## config.mk

```make
export PLATFORM = sky130hd
export DESIGN_NAME = ch13_16_output_ctrl
export DESIGN_NICKNAME = d
export VERILOG_FILES = /design/src/ch13_16_pkg.sv /design/src/ch13_16_output_ctrl.sv /design/src/line_output_stage.sv
export VERILOG_INCLUDE_DIRS = /design/src
export SDC_FILE = /design/constraint.sdc
export NUM_CORES = 1
export LEC_CHECK = 0
export BUFFER_PORTS_ARGS = -buffer_cell sky130_fd_sc_hd__buf_4
export CORE_UTILIZATION = 50
export CTS_BUF_LIST = sky130_fd_sc_hd__clkbuf_8
export DETAILED_ROUTE_END_ITERATION = 7
export GPL_TIMING_DRIVEN = 1
export PLACE_DENSITY_LB_ADDON = 0.15
export SYNTH_ARGS = -nofsm -noshare
export SYNTH_HDL_FRONTEND = slang
export SYNTH_SLANG_ARGS = --single-unit
```

## constraint.sdc

```tcl
create_clock -name clk_i -period 2.05 [get_ports clk_i]
set_input_delay 0.41 -clock clk_i [delete_from_list [all_inputs] [get_ports clk_i]]
set_output_delay 0.41 -clock clk_i [all_outputs]
set_load 0.005 [all_outputs]
```

## src/ch13_16_regs.svh

```systemverilog
`ifndef CH13_16_REGS_SVH
`define CH13_16_REGS_SVH

// ****************************************
// register addresses
// ****************************************
`define PATTERN_SELECT_ADDR  8'h3B
`define POWER_INVERT_ADDR    8'h3C
`define CLOCK_DELAY_ADDR     8'h43

// ****************************************
// reset and read values
// ****************************************
`define CTRL_RESET           16'h0000
`define UNMAPPED_READ        16'h0000

// ****************************************
// field positions
// ****************************************
`define LINE15_PAT_HI        7
`define LINE15_PAT_LO        5
`define LINE16_PAT_HI        4
`define LINE16_PAT_LO        2
`define DIG_PDN_HI           15
`define DIG_PDN_LO           12
`define DRV_PDN_HI           11
`define DRV_PDN_LO           8
`define ANA_PDN_HI           7
`define ANA_PDN_LO           4
`define FLIP_HI              3
`define FLIP_LO              0
`define CLK_DELAY_HI         4
`define CLK_DELAY_LO         1
`define PAT_CODE_NORMAL      3'h0

`endif

```

## src/ch13_16_pkg.sv

```systemverilog
`default_nettype none
package ch13_16_pkg;

   typedef struct packed {
      logic [15:0] pattern_select;
      logic [15:0] power_invert;
      logic [15:0] clock_delay;
      logic [15:0] rdata;
   } ctrl_state_t;

endpackage
`default_nettype wire

```

## src/ch13_16_output_ctrl.sv

```systemverilog
// Implementation choice: strobed register access.
`timescale 1ns/1ps
`default_nettype none
`include "ch13_16_regs.svh"

module ch13_16_output_ctrl #(
   parameter int WIDTH = 14
) (
   // clock and reset
   input  wire logic             clk_i,
   input  wire logic             srst_i,
   // register port
   input  wire logic [7:0]       addr_i,
   input  wire logic [15:0]      wdata_i,
   input  wire logic             wr_i,
   input  wire logic             rd_i,
   output logic      [15:0]      rdata_o,
   // pattern steering from elsewhere
   input  wire logic             per_line_pattern_enable_i,
   input  wire logic [1:0]       line13_14_pattern_active_i,
   // per line data, index 0 is line 13
   input  wire logic [WIDTH-1:0] sample_i [4],
   input  wire logic [WIDTH-1:0] pattern_data_i [4],
   output logic      [WIDTH-1:0] line_data_o [4],
   // control outputs, index 0 is channel 13
   output logic      [2:0]       line15_pattern_code_o,
   output logic      [2:0]       line16_pattern_code_o,
   output logic      [3:0]       digital_powerdown_o,
   output logic      [3:0]       driver_powerdown_o,
   output logic      [3:0]       analog_powerdown_o,
   output logic      [3:0]       data_flip_o,
   output logic      [3:0]       out_clock_delay_steps_o
);

   // ****************************************
   // local types
   // ****************************************
   // one flag per mapped register, all clear for an unmapped address
   typedef struct packed {
      logic pattern;
      logic power;
      logic delay;
   } reg_hit_t;

   ch13_16_pkg::ctrl_state_t state;
   ch13_16_pkg::ctrl_state_t next_state;
   reg_hit_t                 hit;
   logic [3:0]               pattern_active;
   logic [3:0]               line_off;

   // ****************************************
   // helper functions
   // ****************************************
   // shared by write and read so both paths agree on the map
   function automatic reg_hit_t reg_hit(input logic [7:0] addr);
      reg_hit_t flags;
      flags = '0;
      case (addr)
         `PATTERN_SELECT_ADDR: begin
            flags.pattern = 1'b1;
         end
         `POWER_INVERT_ADDR: begin
            flags.power = 1'b1;
         end
         `CLOCK_DELAY_ADDR: begin
            flags.delay = 1'b1;
         end
         default: begin
            flags = '0;
         end
      endcase
      return flags;
   endfunction

   function automatic logic [15:0] read_word(
      input reg_hit_t                 flags,
      input ch13_16_pkg::ctrl_state_t regs
   );
      logic [15:0] word;
      word = `UNMAPPED_READ;
      if (flags.pattern) begin
         word = regs.pattern_select;
      end
      if (flags.power) begin
         word = regs.power_invert;
      end
      if (flags.delay) begin
         word = regs.clock_delay;
      end
      return word;
   endfunction

   // full words stored so reserved bits read back what was written
   function automatic ch13_16_pkg::ctrl_state_t write_word(
      input ch13_16_pkg::ctrl_state_t regs,
      input reg_hit_t                 flags,
      input logic [15:0]              data
   );
      ch13_16_pkg::ctrl_state_t result;
      result = regs;
      if (flags.pattern) begin
         result.pattern_select = data;
      end
      if (flags.power) begin
         result.power_invert = data;
      end
      if (flags.delay) begin
         result.clock_delay = data;
      end
      return result;
   endfunction

   // code zero keeps the line on sample data even with per-line selection on
   function automatic logic line_uses_pattern(
      input logic       enable,
      input logic [2:0] code
   );
      return enable && (code != `PAT_CODE_NORMAL);
   endfunction

   // driver or whole digital block down leaves the line silent
   function automatic logic line_is_off(
      input logic driver_down,
      input logic digital_down
   );
      return driver_down | digital_down;
   endfunction

   // ****************************************
   // register access
   // ****************************************
   assign hit = reg_hit(addr_i);

   always_comb begin
      next_state = state;
      // unmapped writes hit nothing and change nothing
      if (wr_i) begin
         next_state = write_word(state, hit, wdata_i);
      end
      if (rd_i) begin
         next_state.rdata = read_word(hit, state);
      end
   end

   always_ff @(posedge clk_i) begin
      if (srst_i) begin
         state.pattern_select <= `CTRL_RESET;
         state.power_invert   <= `CTRL_RESET;
         state.clock_delay    <= `CTRL_RESET;
         state.rdata          <= `UNMAPPED_READ;
      end else begin
         state <= next_state;
      end
   end

   // ****************************************
   // control outputs
   // ****************************************
   assign rdata_o                 = state.rdata;
   assign line15_pattern_code_o   = state.pattern_select[`LINE15_PAT_HI:`LINE15_PAT_LO];
   assign line16_pattern_code_o   = state.pattern_select[`LINE16_PAT_HI:`LINE16_PAT_LO];
   assign digital_powerdown_o     = state.power_invert[`DIG_PDN_HI:`DIG_PDN_LO];
   assign driver_powerdown_o      = state.power_invert[`DRV_PDN_HI:`DRV_PDN_LO];
   // analog blocks sit outside this logic: these bits only leave as outputs
   // analog powerdown
   assign analog_powerdown_o      = state.power_invert[`ANA_PDN_HI:`ANA_PDN_LO];
   assign data_flip_o             = state.power_invert[`FLIP_HI:`FLIP_LO];
   assign out_clock_delay_steps_o = state.clock_delay[`CLK_DELAY_HI:`CLK_DELAY_LO];

   // ****************************************
   // line output stages
   // ****************************************
   // silent lines
   always_comb begin
      for (int i = 0; i < 4; i++) begin
         line_off[i] = line_is_off(driver_powerdown_o[i], digital_powerdown_o[i]);
      end
   end

   always_comb begin
      // lines 13 and 14 take their pattern decision from outside
      pattern_active[1:0] = line13_14_pattern_active_i;
      pattern_active[2]   = line_uses_pattern(per_line_pattern_enable_i,
                                              line15_pattern_code_o);
      pattern_active[3]   = line_uses_pattern(per_line_pattern_enable_i,
                                              line16_pattern_code_o);
   end

   for (genvar i = 0; i < 4; i++) begin : g_line
      line_output_stage #(
         .WIDTH (WIDTH)
      ) u_stage (
         .clk_i            (clk_i),
         .srst_i           (srst_i),
         .sample_i         (sample_i[i]),
         .pattern_data_i   (pattern_data_i[i]),
         .pattern_active_i (pattern_active[i]),
         .flip_i           (data_flip_o[i]),
         .powerdown_i      (line_off[i]),
         .data_o           (line_data_o[i])
      );
   end

endmodule

`default_nettype wire

```

## src/line_output_stage.sv

```systemverilog
`timescale 1ns/1ps
`default_nettype none

module line_output_stage #(
   parameter int WIDTH = 14
) (
   // clock and reset
   input  wire logic             clk_i,
   input  wire logic             srst_i,
   // data sources
   input  wire logic [WIDTH-1:0] sample_i,
   input  wire logic [WIDTH-1:0] pattern_data_i,
   // controls
   input  wire logic             pattern_active_i,
   input  wire logic             flip_i,
   input  wire logic             powerdown_i,
   // serialiser side
   output logic      [WIDTH-1:0] data_o
);

   typedef struct packed {
      logic [WIDTH-1:0] data;
   } line_state_t;

   line_state_t state;
   line_state_t next_state;

   always_comb begin
      next_state = state;
      if (powerdown_i) begin
         next_state.data = '0;
      end else if (pattern_active_i) begin
         next_state.data = pattern_data_i;
      end else if (flip_i) begin
         next_state.data = ~sample_i;
      end else begin
         next_state.data = sample_i;
      end
   end

   always_ff @(posedge clk_i) begin
      if (srst_i) begin
         state <= '0;
      end else begin
         state <= next_state;
      end
   end

   assign data_o = state.data;

endmodule

`default_nettype wire
```

# Word-level counts from Yosys, hierarchy flattened
# Cells that the tools add are included.
# Widths: inputs -> output; s select.
word_totals:
  output_inout_bits: 98
  regBits: 120
op_classes:
  bitwise: 8
  mux: 15
  n_eq_ne: 3
  reduce_logical: 11
ops:
  columns: ["cell", "count"]
  rows:
  - ["$mux 14", 8]
  - ["$mux 16", 4]
  - ["$not 14->14", 4]
  - ["$eq 8x6->1 const B", 2]
  - ["$eq 8x7->1 const B", 1]
  - ["$reduce_or 2->1", 4]
  - ["$reduce_and 2->1", 3]
  - ["$reduce_bool 3->1", 2]
  - ["$or 1x1->1", 4]
  - ["$mux 1", 3]
  - ["$logic_and 1x1->1", 2]

# Logic depth before layout (Yosys ltp)
# Gate-level depths: netlist of the first run.
depth:
  ltp_word: 6
  depth_mapped: 5
  mapped_depth_nobuf: 3

# Hierarchy
# Synthesis of the first run repeated with hierarchy kept, for this count alone.
hier_totals:
  cells_unflattened: 612
  area_unflattened_um2: 6333.6
modules_own_cells:
  columns: ["module", "area_per_inst_um2", "cells_each", "n_inst"]
  rows:
  - ["ch13_16_output_ctrl", 3515.9, 364, 1]
  - ["line_output_stage", 704.4, 62, 4]

# Worst setup path after synthesis of the first run
# OpenSTA, ideal clock, no wires.
synth_timing:
  kind: "input to register"
  start: "in addr_i[3]"
  end: "reg state (netlist bit out_clock_delay_steps_o[1])"
  path_stages: 4
  setup_ns: 0.072
  t_arrival_ns: 1.560
  setup_slack_ns: 0.419
  path_cell_list: "or3_4 nor3_4 buf_6 mux2i_1"
synth_between:
  elab_chain_cells: 3
synth_lines:
  columns: ["item", "line_no", "rtl"]
  rows:
  - ["from (decl)", "ch13_16_output_ctrl.sv:13", "input wire logic [7:0] addr_i,"]
  - ["$eq 8x7->1", "ch13_16_output_ctrl.sv:58", "case (addr)"]
  - ["$mux 1", "ch13_16_output_ctrl.sv:58", null]
  - ["$reduce_and 2->1 (no line)", null, null]
  - ["to (signal assigned)", "ch13_16_output_ctrl.sv:152", "state <= next_state;"]
  - ["to (decl)", "ch13_16_output_ctrl.sv:45", "ch13_16_pkg::ctrl_state_t state;"]
# Every way passes these cells.
# A chain may end at the register's enable or synchronous reset.

# Final worst setup path of the first run
layout_timing:
  start: "reg state (netlist bit line16_pattern_code_o[0])"
  end: "reg g_line[3].u_stage.state (netlist bit g_line[3].u_stage.data_o[0])"
layout_between:
  elab_chain_cells: 3
layout_lines:
  columns: ["item", "line_no", "rtl"]
  rows:
  - ["$reduce_bool 3->1 (no line)", null, null]
  - ["$logic_and 1x1->1", "ch13_16_output_ctrl.sv:118", "return enable && (code != `PAT_CODE_NORMAL);"]
  - ["$mux 14", "line_output_stage.sv:32", "end else if (pattern_active_i) begin"]
  - ["to (signal assigned)", "line_output_stage.sv:45", "state <= next_state;"]
  - ["to (decl)", "line_output_stage.sv:25", "line_state_t state;"]
# Every way passes these cells.

==> results of run 1 <==
final cells by class:
class | count | area (sq um) | area share
flip-flops and latches | 120 | 2402 | 0.3060
well taps | 143 | 178.9 | 0.02279
multi-input cells | 362 | 2880 | 0.3669
repair buffers | 263 | 1987 | 0.2531
clock buffers | 22 | 302.8 | 0.03857
clock inverters | 10 | 98.84 | 0.01259
kinds of logic (layout without fill, tap and decap cells):
| family | Yosys count | after routing | share of synthesized area |
|---|---|---|---|
| and+or+nand+nor | 168 | 168 | 0.1840 |
| DFF | 120 | 120 | 0.4109 |
| buffers and inverters | 92 | 295 | 0.09651 |
| muxes | 76 | 76 | 0.1301 |
| AOI/OAI and AO/OA | 62 | 62 | 0.09458 |
| xor gates and xnor gates | 56 | 56 | 0.08389 |
power groups by stage:
stage	logic, mW	registers [mW]	clock network (mW)
floorplan	0.237	2.48	0
global placement	0.615	2.47	0
detailed placement	0.629	2.47	0
CTS	0.630	2.42	2.19
global route	0.678	2.42	2.31
finish	0.627	2.42	2.15
how the worst max path moves through the flow:
stage	depth (start not counted)	to	startpoint	slack, ns
6_report	3	g_line[3].u_stage.data_o[0]	line16_pattern_code_o[0]	0.24
5_1_grt	3	g_line[3].u_stage.data_o[7]	line16_pattern_code_o[0]	0.14
4_1_cts	3	g_line[3].u_stage.data_o[0]	line16_pattern_code_o[0]	0.24
3_5_place_dp	5	digital_powerdown_o[1]	addr_i[7]	0.22
3_3_place_gp	5	data_flip_o[0]	addr_i[7]	0.25
2_1_floorplan	4	out_clock_delay_steps_o[1]	addr_i[3]	0.42
layout by cell type, fill, tap and decap left out:
master	synthesis	final
mux2i_1	76	76
xor2_1	28	28
nand4b_1	17	17
or3_4	1	1
nand3b_1	1	1
or3_1	6	6
nor3_4	1	1
nor4_4	1	1
buf_12	0	1
nand4b_2	1	1
clkinv_2	0	7
inv_1	0	1
o31ai_4	2	2
a211oi_1	28	28
xnor2_1	28	28
buf_4	45	262
nand4bb_1	17	17
dfxtp_1	120	120
nand2b_1	66	66
nor2_1	57	57
bufinv_16	0	2
clkbuf_8	0	22
a221o_1	16	16
a2111oi_0	16	16
per-layer routing:
layer  vias to the layer above  routed length (um)  part of all wire  track usage
met5                         -                   0                 0            0
met4                         0                 294             0.019       0.1156
met3                        26                1021             0.066      0.06173
met2                       176                7690              0.50       0.4237
met1                      2251                6506              0.42       0.2981
li1                       2361                   -                 -            -
sequential cells by signal (all words and copies together), names as in the netlist:
register	count
analog_powerdown_o	4
data_flip_o	4
digital_powerdown_o	4
driver_powerdown_o	4
g_line.u_stage.data_o	56
line15_pattern_code_o	3
line16_pattern_code_o	3
out_clock_delay_steps_o	4
rdata_o	16
state	22
worst register-to-register path: cells and delay by family (launching register included):
kind	cells	cell delay, ns
compound gates	2	1.22
simple gates	1	0.11
flops	1	0.37
per-stage QoR:
step | total power [mW] | hold slack (ns) | util | cell area [sq um]
6_report | 5.190 | 0.2099 | 0.6875 | 7850
5_1_grt | 5.407 | 0.2004 | 0.6875 | 7850
4_1_cts | 5.234 | 0.1869 | 0.6875 | 7850
3_5_place_dp | 3.099 | 0.4604 | 0.6523 | 7448
3_3_place_gp | 3.083 | 0.4564 | 0.6523 | 7448
2_1_floorplan | 2.715 | 0.4486 | - | 5847
==> metrics, run 1 <==
status=finished, final reports clean; ys async rst share=0; Total GRT Usage=0.2502; Clock Power Share=0.413; die height=110.1 um; routability cong.=0.7707; top post-synthesis cells by count=dfxtp_1, mux2i_1, nand2b_1, nor2_1, buf_4; non-filler cells, final=920; # hold bufs at CTS=0; vias in the first global route=4547; Avg Synthesized Cell Area=10.19 sq um; Pins Over Slew Limit=0; initial core utilization=0.5121; DR vias=4814; Slew HR=0.3251; crit path launch type=flip-flop; CP bufs+invs=0; combinational share of power=0.121; sequential share of the synthesized area=0.4109; CP cell instances=o31ai_4 -> nor2_1 -> a211oi_1; number of setup violations in the final report=0; Post-CTS Setup Bufs=0; largest stage delay on the critical path=0.89 ns; DRT Wirelength=15510 um; CTS clock-pin slew for the worst setup and hold paths=0.07 ns; final HPWL from detailed placement=11400 um; FF-to-FF path depth=3; Synth Warn #=0; global-route wire length before repair=22710 um; Synth Instances=574; VDD IR max=491.9 uV; crit path max fanout=28; leading area contributor after synthesis=dfxtp_1; Num CTS Buffers=17; post-cts sizing count=0; crit-path leading delay family=compound AO/OA/AOI/OAI gates; setup tns final=0 ns; crit end category=flip-flop; highest-delay cell along the critical path=o31ai_4; Max Fclk=0.5537 GHz; r2r startpoint=line16_pattern_code_o[0]; switching power=1.192 mW; worst skew pair latency=0.44 ns; post-DR vias/cell=5.233; Worst Hold Path EP=g_line[0].u_stage.data_o[13]; P per Cell Area=661.1 nW/um^2; H-tree depth=4; DP Cell Count=888; clock root cell=clkbuf_8; most frequent cell after synthesis=dfxtp_1; remaining routing DRC violations=0; RR Endpoint=g_line[3].u_stage.data_o[0]; Max Cap Viol=0; Post-synth EDFFs=0; internal power=3.998 mW; TritonCTS clock tree=built; die area=12130 sq um; antenna violations before repair=0; share of the synthesized area in the top cell type=0.4109; Hold Path Origin=pattern_data_i[55]; post-route antenna net violation count=0; DR WL/cell=16.86 um; Die X=110.1 um; Tightest Pin Transition=1.012 ns; Ports=241; switching part of the total=0.2296; mapped cell area=5847 sq um; Antenna Cells=0; clock skew=0.008055 ns; IO Port Bufs=240; crit share post-route=0.8810; pre-CTS WS=0.2176 ns; post-route setup slack=0.2440 ns; CP arrival=2.13 ns; Iter 0 DRT Violations=262; Fill cells=906; Setup Crit Path Kind=reg -> reg; largest net degree at the start of global routing=29; Synth area leaders=dfxtp_1, mux2i_1, nand2b_1; total leakage power=3.668 nW; dominant synthesized flop cell=dfxtp_1; Max Root-Sink Buffers=2; Seq cells post-synth=120; Seq pwr share=0.466; Final nets=907; clock sinks=120; ratio of cells with drive above 1 in the final layout=0.3861; worst hold stages=3; r2r setup slk=0.24 ns; unrepaired setup endpoints after global routing=no; DR pass1 iterations=4; number of cell rows=39; HP Class=in -> reg; Synth cell types=22; Tmin final=1.806 ns; Hold Violations, Final=0; CP Data Required Time=2.37 ns; Syn Nets=717; Layout area overhead=34.26%; grt ovf=0; Core Footprint=11420 sq um
No activity file was read; power rests on OpenSTA's default activity.
==> run 2, diff against run 1 <==
--- a/config.mk
+++ b/config.mk
@@ -7,11 +7,12 @@
 export NUM_CORES = 1
 export LEC_CHECK = 0
 export BUFFER_PORTS_ARGS = -buffer_cell sky130_fd_sc_hd__buf_4
-export CORE_UTILIZATION = 50
+export CORE_UTILIZATION = 51
 export CTS_BUF_LIST = sky130_fd_sc_hd__clkbuf_8
 export DETAILED_ROUTE_END_ITERATION = 7
 export GPL_TIMING_DRIVEN = 1
 export PLACE_DENSITY_LB_ADDON = 0.15
 export SYNTH_ARGS = -nofsm -noshare
 export SYNTH_HDL_FRONTEND = slang
+export SYNTH_HIERARCHICAL = 1
 export SYNTH_SLANG_ARGS = --single-unit
==> constraint.sdc (replaced) <==
create_clock -name clk_i -period 1.95 [get_ports clk_i]
set_input_delay 0.39 -clock clk_i [delete_from_list [all_inputs] [get_ports clk_i]]
set_output_delay 0.39 -clock clk_i [all_outputs]
set_load 0.005 [all_outputs]
==> run 2 against run 1 <==
  * Sequential cell count unchanged
  * Die area increased by 6.1%
  * Core utilization decreased by 1.1 points
  * Critical path depth unchanged
  * Clock skew decreased by 0.00065 ns
  * Critical path type unchanged
  * Critical endpoint is now g_line[1].u_stage/data_o[2]
  * Largest cell class unchanged
  * Largest power group unchanged
==> metrics, run 2 <==
status=finished, final reports clean; Setup crit start=digital_powerdown_o[1]; Overall Power=5.299 mW (+2.1%); Setup Crit Path Kind=reg -> reg; Hold Path Origin=pattern_data_i[2]; number of flip-flops under the largest register name=56 (unchanged); crit end category=flip-flop; Seq cells post-synth=120 (unchanged); DR vias=5138 (+6.7%); largest stage delay on the critical path=0.75 ns (-0.14 ns); top post-synthesis cells by count=dfxtp_1, nand2b_1, o211a_1, xor2_1; non-filler cells, final=975 (+6.0%); Syn Nets=755 (+5.3%); Fill cells=1009 (+11%); die area=12870 sq um (+6.1%); highest-delay cell along the critical path=nor2_1; global-route wire length before repair=25670 um (+13%); FF-to-FF path depth=3 (unchanged); Iter 0 DRT Violations=295 (+13%); worst skew pair latency=0.44 ns (about the same); number of setup violations in the final report=0 (unchanged); Max Root-Sink Buffers=2 (unchanged); Post-synth EDFFs=0 (unchanged); H-tree depth=4 (unchanged); post-route setup slack=0.2125 ns (-0.03143 ns); sequential share of the synthesized area=0.3793 (-0.03157); commonest non-fill, non-tap cell in the layout=buf_4; CP arrival=2.11 ns (-0.02 ns); most frequent cells in the layout=buf_4, dfxtp_1, nand2b_1; post-synthesis mux area share=0.07586 (-0.05425); die height=113.4 um (+3.0%); P per Cell Area=649.6 nW/um^2 (-1.7%); Tightest Pin Transition=0.9601 ns (-0.05227 ns); most frequent cell after synthesis=dfxtp_1; CTS clock-pin slew for the worst setup and hold paths=0.07 ns (about the same); r2r setup slk=0.21 ns (-0.03 ns); Synth Instances=612 (+6.6%); post-route antenna net violation count=0 (unchanged); ys async rst share=0 (unchanged); Synth cell types=29 (+32%); Max Fclk=0.5756 GHz (+3.9%); vias in the first global route=5124 (+13%); unrepaired setup endpoints after global routing=no; Layout area overhead=28.78%; Post-Synth XOR/XNOR Area=0.07744 (-0.006446); TritonCTS clock tree=built; Avg Synthesized Cell Area=10.35 sq um (+1.6%); antenna violations before repair=0 (unchanged); Final nets=937 (+3.3%); Slew HR=0.3576 (+0.03248); clock skew=0.007405 ns (-0.0006506 ns); DP Cell Count=943 (+6.2%); final HPWL from detailed placement=11360 um (-0.37%); Core Footprint=12060 sq um (+5.6%); DR WL/cell=16.67 um (-1.2%); mapped cell area=6334 sq um (+8.3%); Total GRT Usage=0.2564 (+0.006190); CP cell instances=or2_2 -> nor2_1 -> o211a_1; r2r startpoint=digital_powerdown_o[1]; share of synthesized cell area in and, or, nand and nor gates=0.2404 (+0.05638); crit share post-route=0.8910 (+0.01002); Die X=113.4 um (+3.0%); DR pass1 iterations=4 (unchanged); post-cts sizing count=0 (unchanged); DRT Wirelength=16250 um (+4.8%); Max Cap Viol=0 (unchanged); number of cell rows=40 (+2.6%); Tmin final=1.737 ns (-0.06857 ns); Final Cell Area=8157 sq um (+3.9%); pre-CTS WS=0.1544 ns (-0.06318 ns); clock sinks=120 (unchanged); share of the synthesized area in the top cell type=0.3793 (-0.03157); setup tns final=0 ns (unchanged); Hold Violations, Final=0 (unchanged); Pins Over Slew Limit=0 (unchanged); initial core utilization=0.5251 (+0.01305); grt ovf=0 (unchanged); placed inst area=7776 sq um (+4.4%); largest net degree at the start of global routing=52 (+79%); CP Data Required Time=2.33 ns (-0.04 ns); Post-CTS Setup Bufs=0 (unchanged); IO Port Bufs=240 (unchanged); post-DR vias/cell=5.270 (+0.71%); VDD IR max=421.2 uV (-14%); remaining routing DRC violations=0 (unchanged); Post-Synth Adder-Cell Area=0 (unchanged); # hold bufs at CTS=0 (unchanged); ratio of cells with drive above 1 in the final layout=0.3631 (-0.02303); total leakage power=4.370 nW (+19%); hold slack=0.2574 ns (+0.04746 ns); Synth area leaders=dfxtp_1, nand2b_1, o211a_1; leading area contributor after synthesis=dfxtp_1; crit path launch type=flip-flop; largest family of logic cells by synthesized area=simple AND/OR/NAND/NOR gates; Antenna Cells=0 (unchanged); dominant synthesized flop cell=dfxtp_1; Util after Layout=0.6762 (-0.01124); RR Endpoint=g_line[1].u_stage/data_o[2]; routability cong.=0.7559 (-1.9%); clock root cell=clkbuf_8; Synth Warn #=6 (+6); HP Class=in -> reg; Ports=241 (unchanged); Num CTS Buffers=17 (unchanged); crit path max fanout=14 (-50%); crit path to=g_line[1].u_stage/data_o[2]; Compound-Gate Fraction of Synth Area=0.1134 (+0.01881)
run 2: cell types whose count changed in the layout (fill, tap and decap cells not counted), moves of 26 or more:
cell | previous run | this run
mux2i_1 | 76 | 48
or2b_1 | 0 | 28
nor2_1 | 57 | 5
xnor2_1 | 28 | 0
a211oi_1 | 28 | 0
xor2_1 | 28 | 56
o211a_1 | 0 | 56
nand2b_1 | 66 | 92
run 2: per-layer routing:
metal | track usage | vias up | part of all wire | wire length, um
met5 | 0 | - | 0 | 0
met4 | 0.09912 | 0 | 0.017 | 270
met3 | 0.05685 | 23 | 0.053 | 863
met2 | 0.4442 | 176 | 0.51 | 8300
met1 | 0.3104 | 2464 | 0.42 | 6816
li1 | - | 2475 | - | -
run 2: cell families after synthesis:
family,count (synthesis)
AND/OR/NAND/NOR,221
flip-flops,120
buffers and inverters,93
AO/OA/AOI/OAI,74
XOR/XNOR,56
multiplexers,48
run 2: how the worst min path moves through the flow:
stage / cells after the start / endpoint
detailed placement: 2 / rdata_o[11]
finish: 3 / g_line[3].u_stage/data_o[2]
global route: 3 / g_line[0].u_stage/data_o[12]
CTS: 3 / g_line[3].u_stage/data_o[2]
floorplan: 2 / rdata_o[0]
global placement: 2 / rdata_o[1]
run 2: final cells by class:
type,instances,area [sq um],share of cell area
multi-input combinational,399,3229,0.3959
sequential,120,2402,0.2945
timing repair buffer,256,1934,0.2372
clock buffer,26,357.8,0.04387
tap,168,210.2,0.02577
clock inverter,6,22.52,0.002761
run 2: worst max-delay path, delay by kind of cell, from the launching register on:
kind	cells	cell delay, ns
DFF	1	0.34
AOI/OAI and AO/OA	1	0.26
and+or+nand+nor	2	1.08
run 2: power breakdown:
part / switching [mW] / total (mW) / internal [mW]
combinational: 0.268 / 0.673 / 0.405
sequential: 0.0205 / 2.55 / 2.52
clock: 0.921 / 2.08 / 1.16
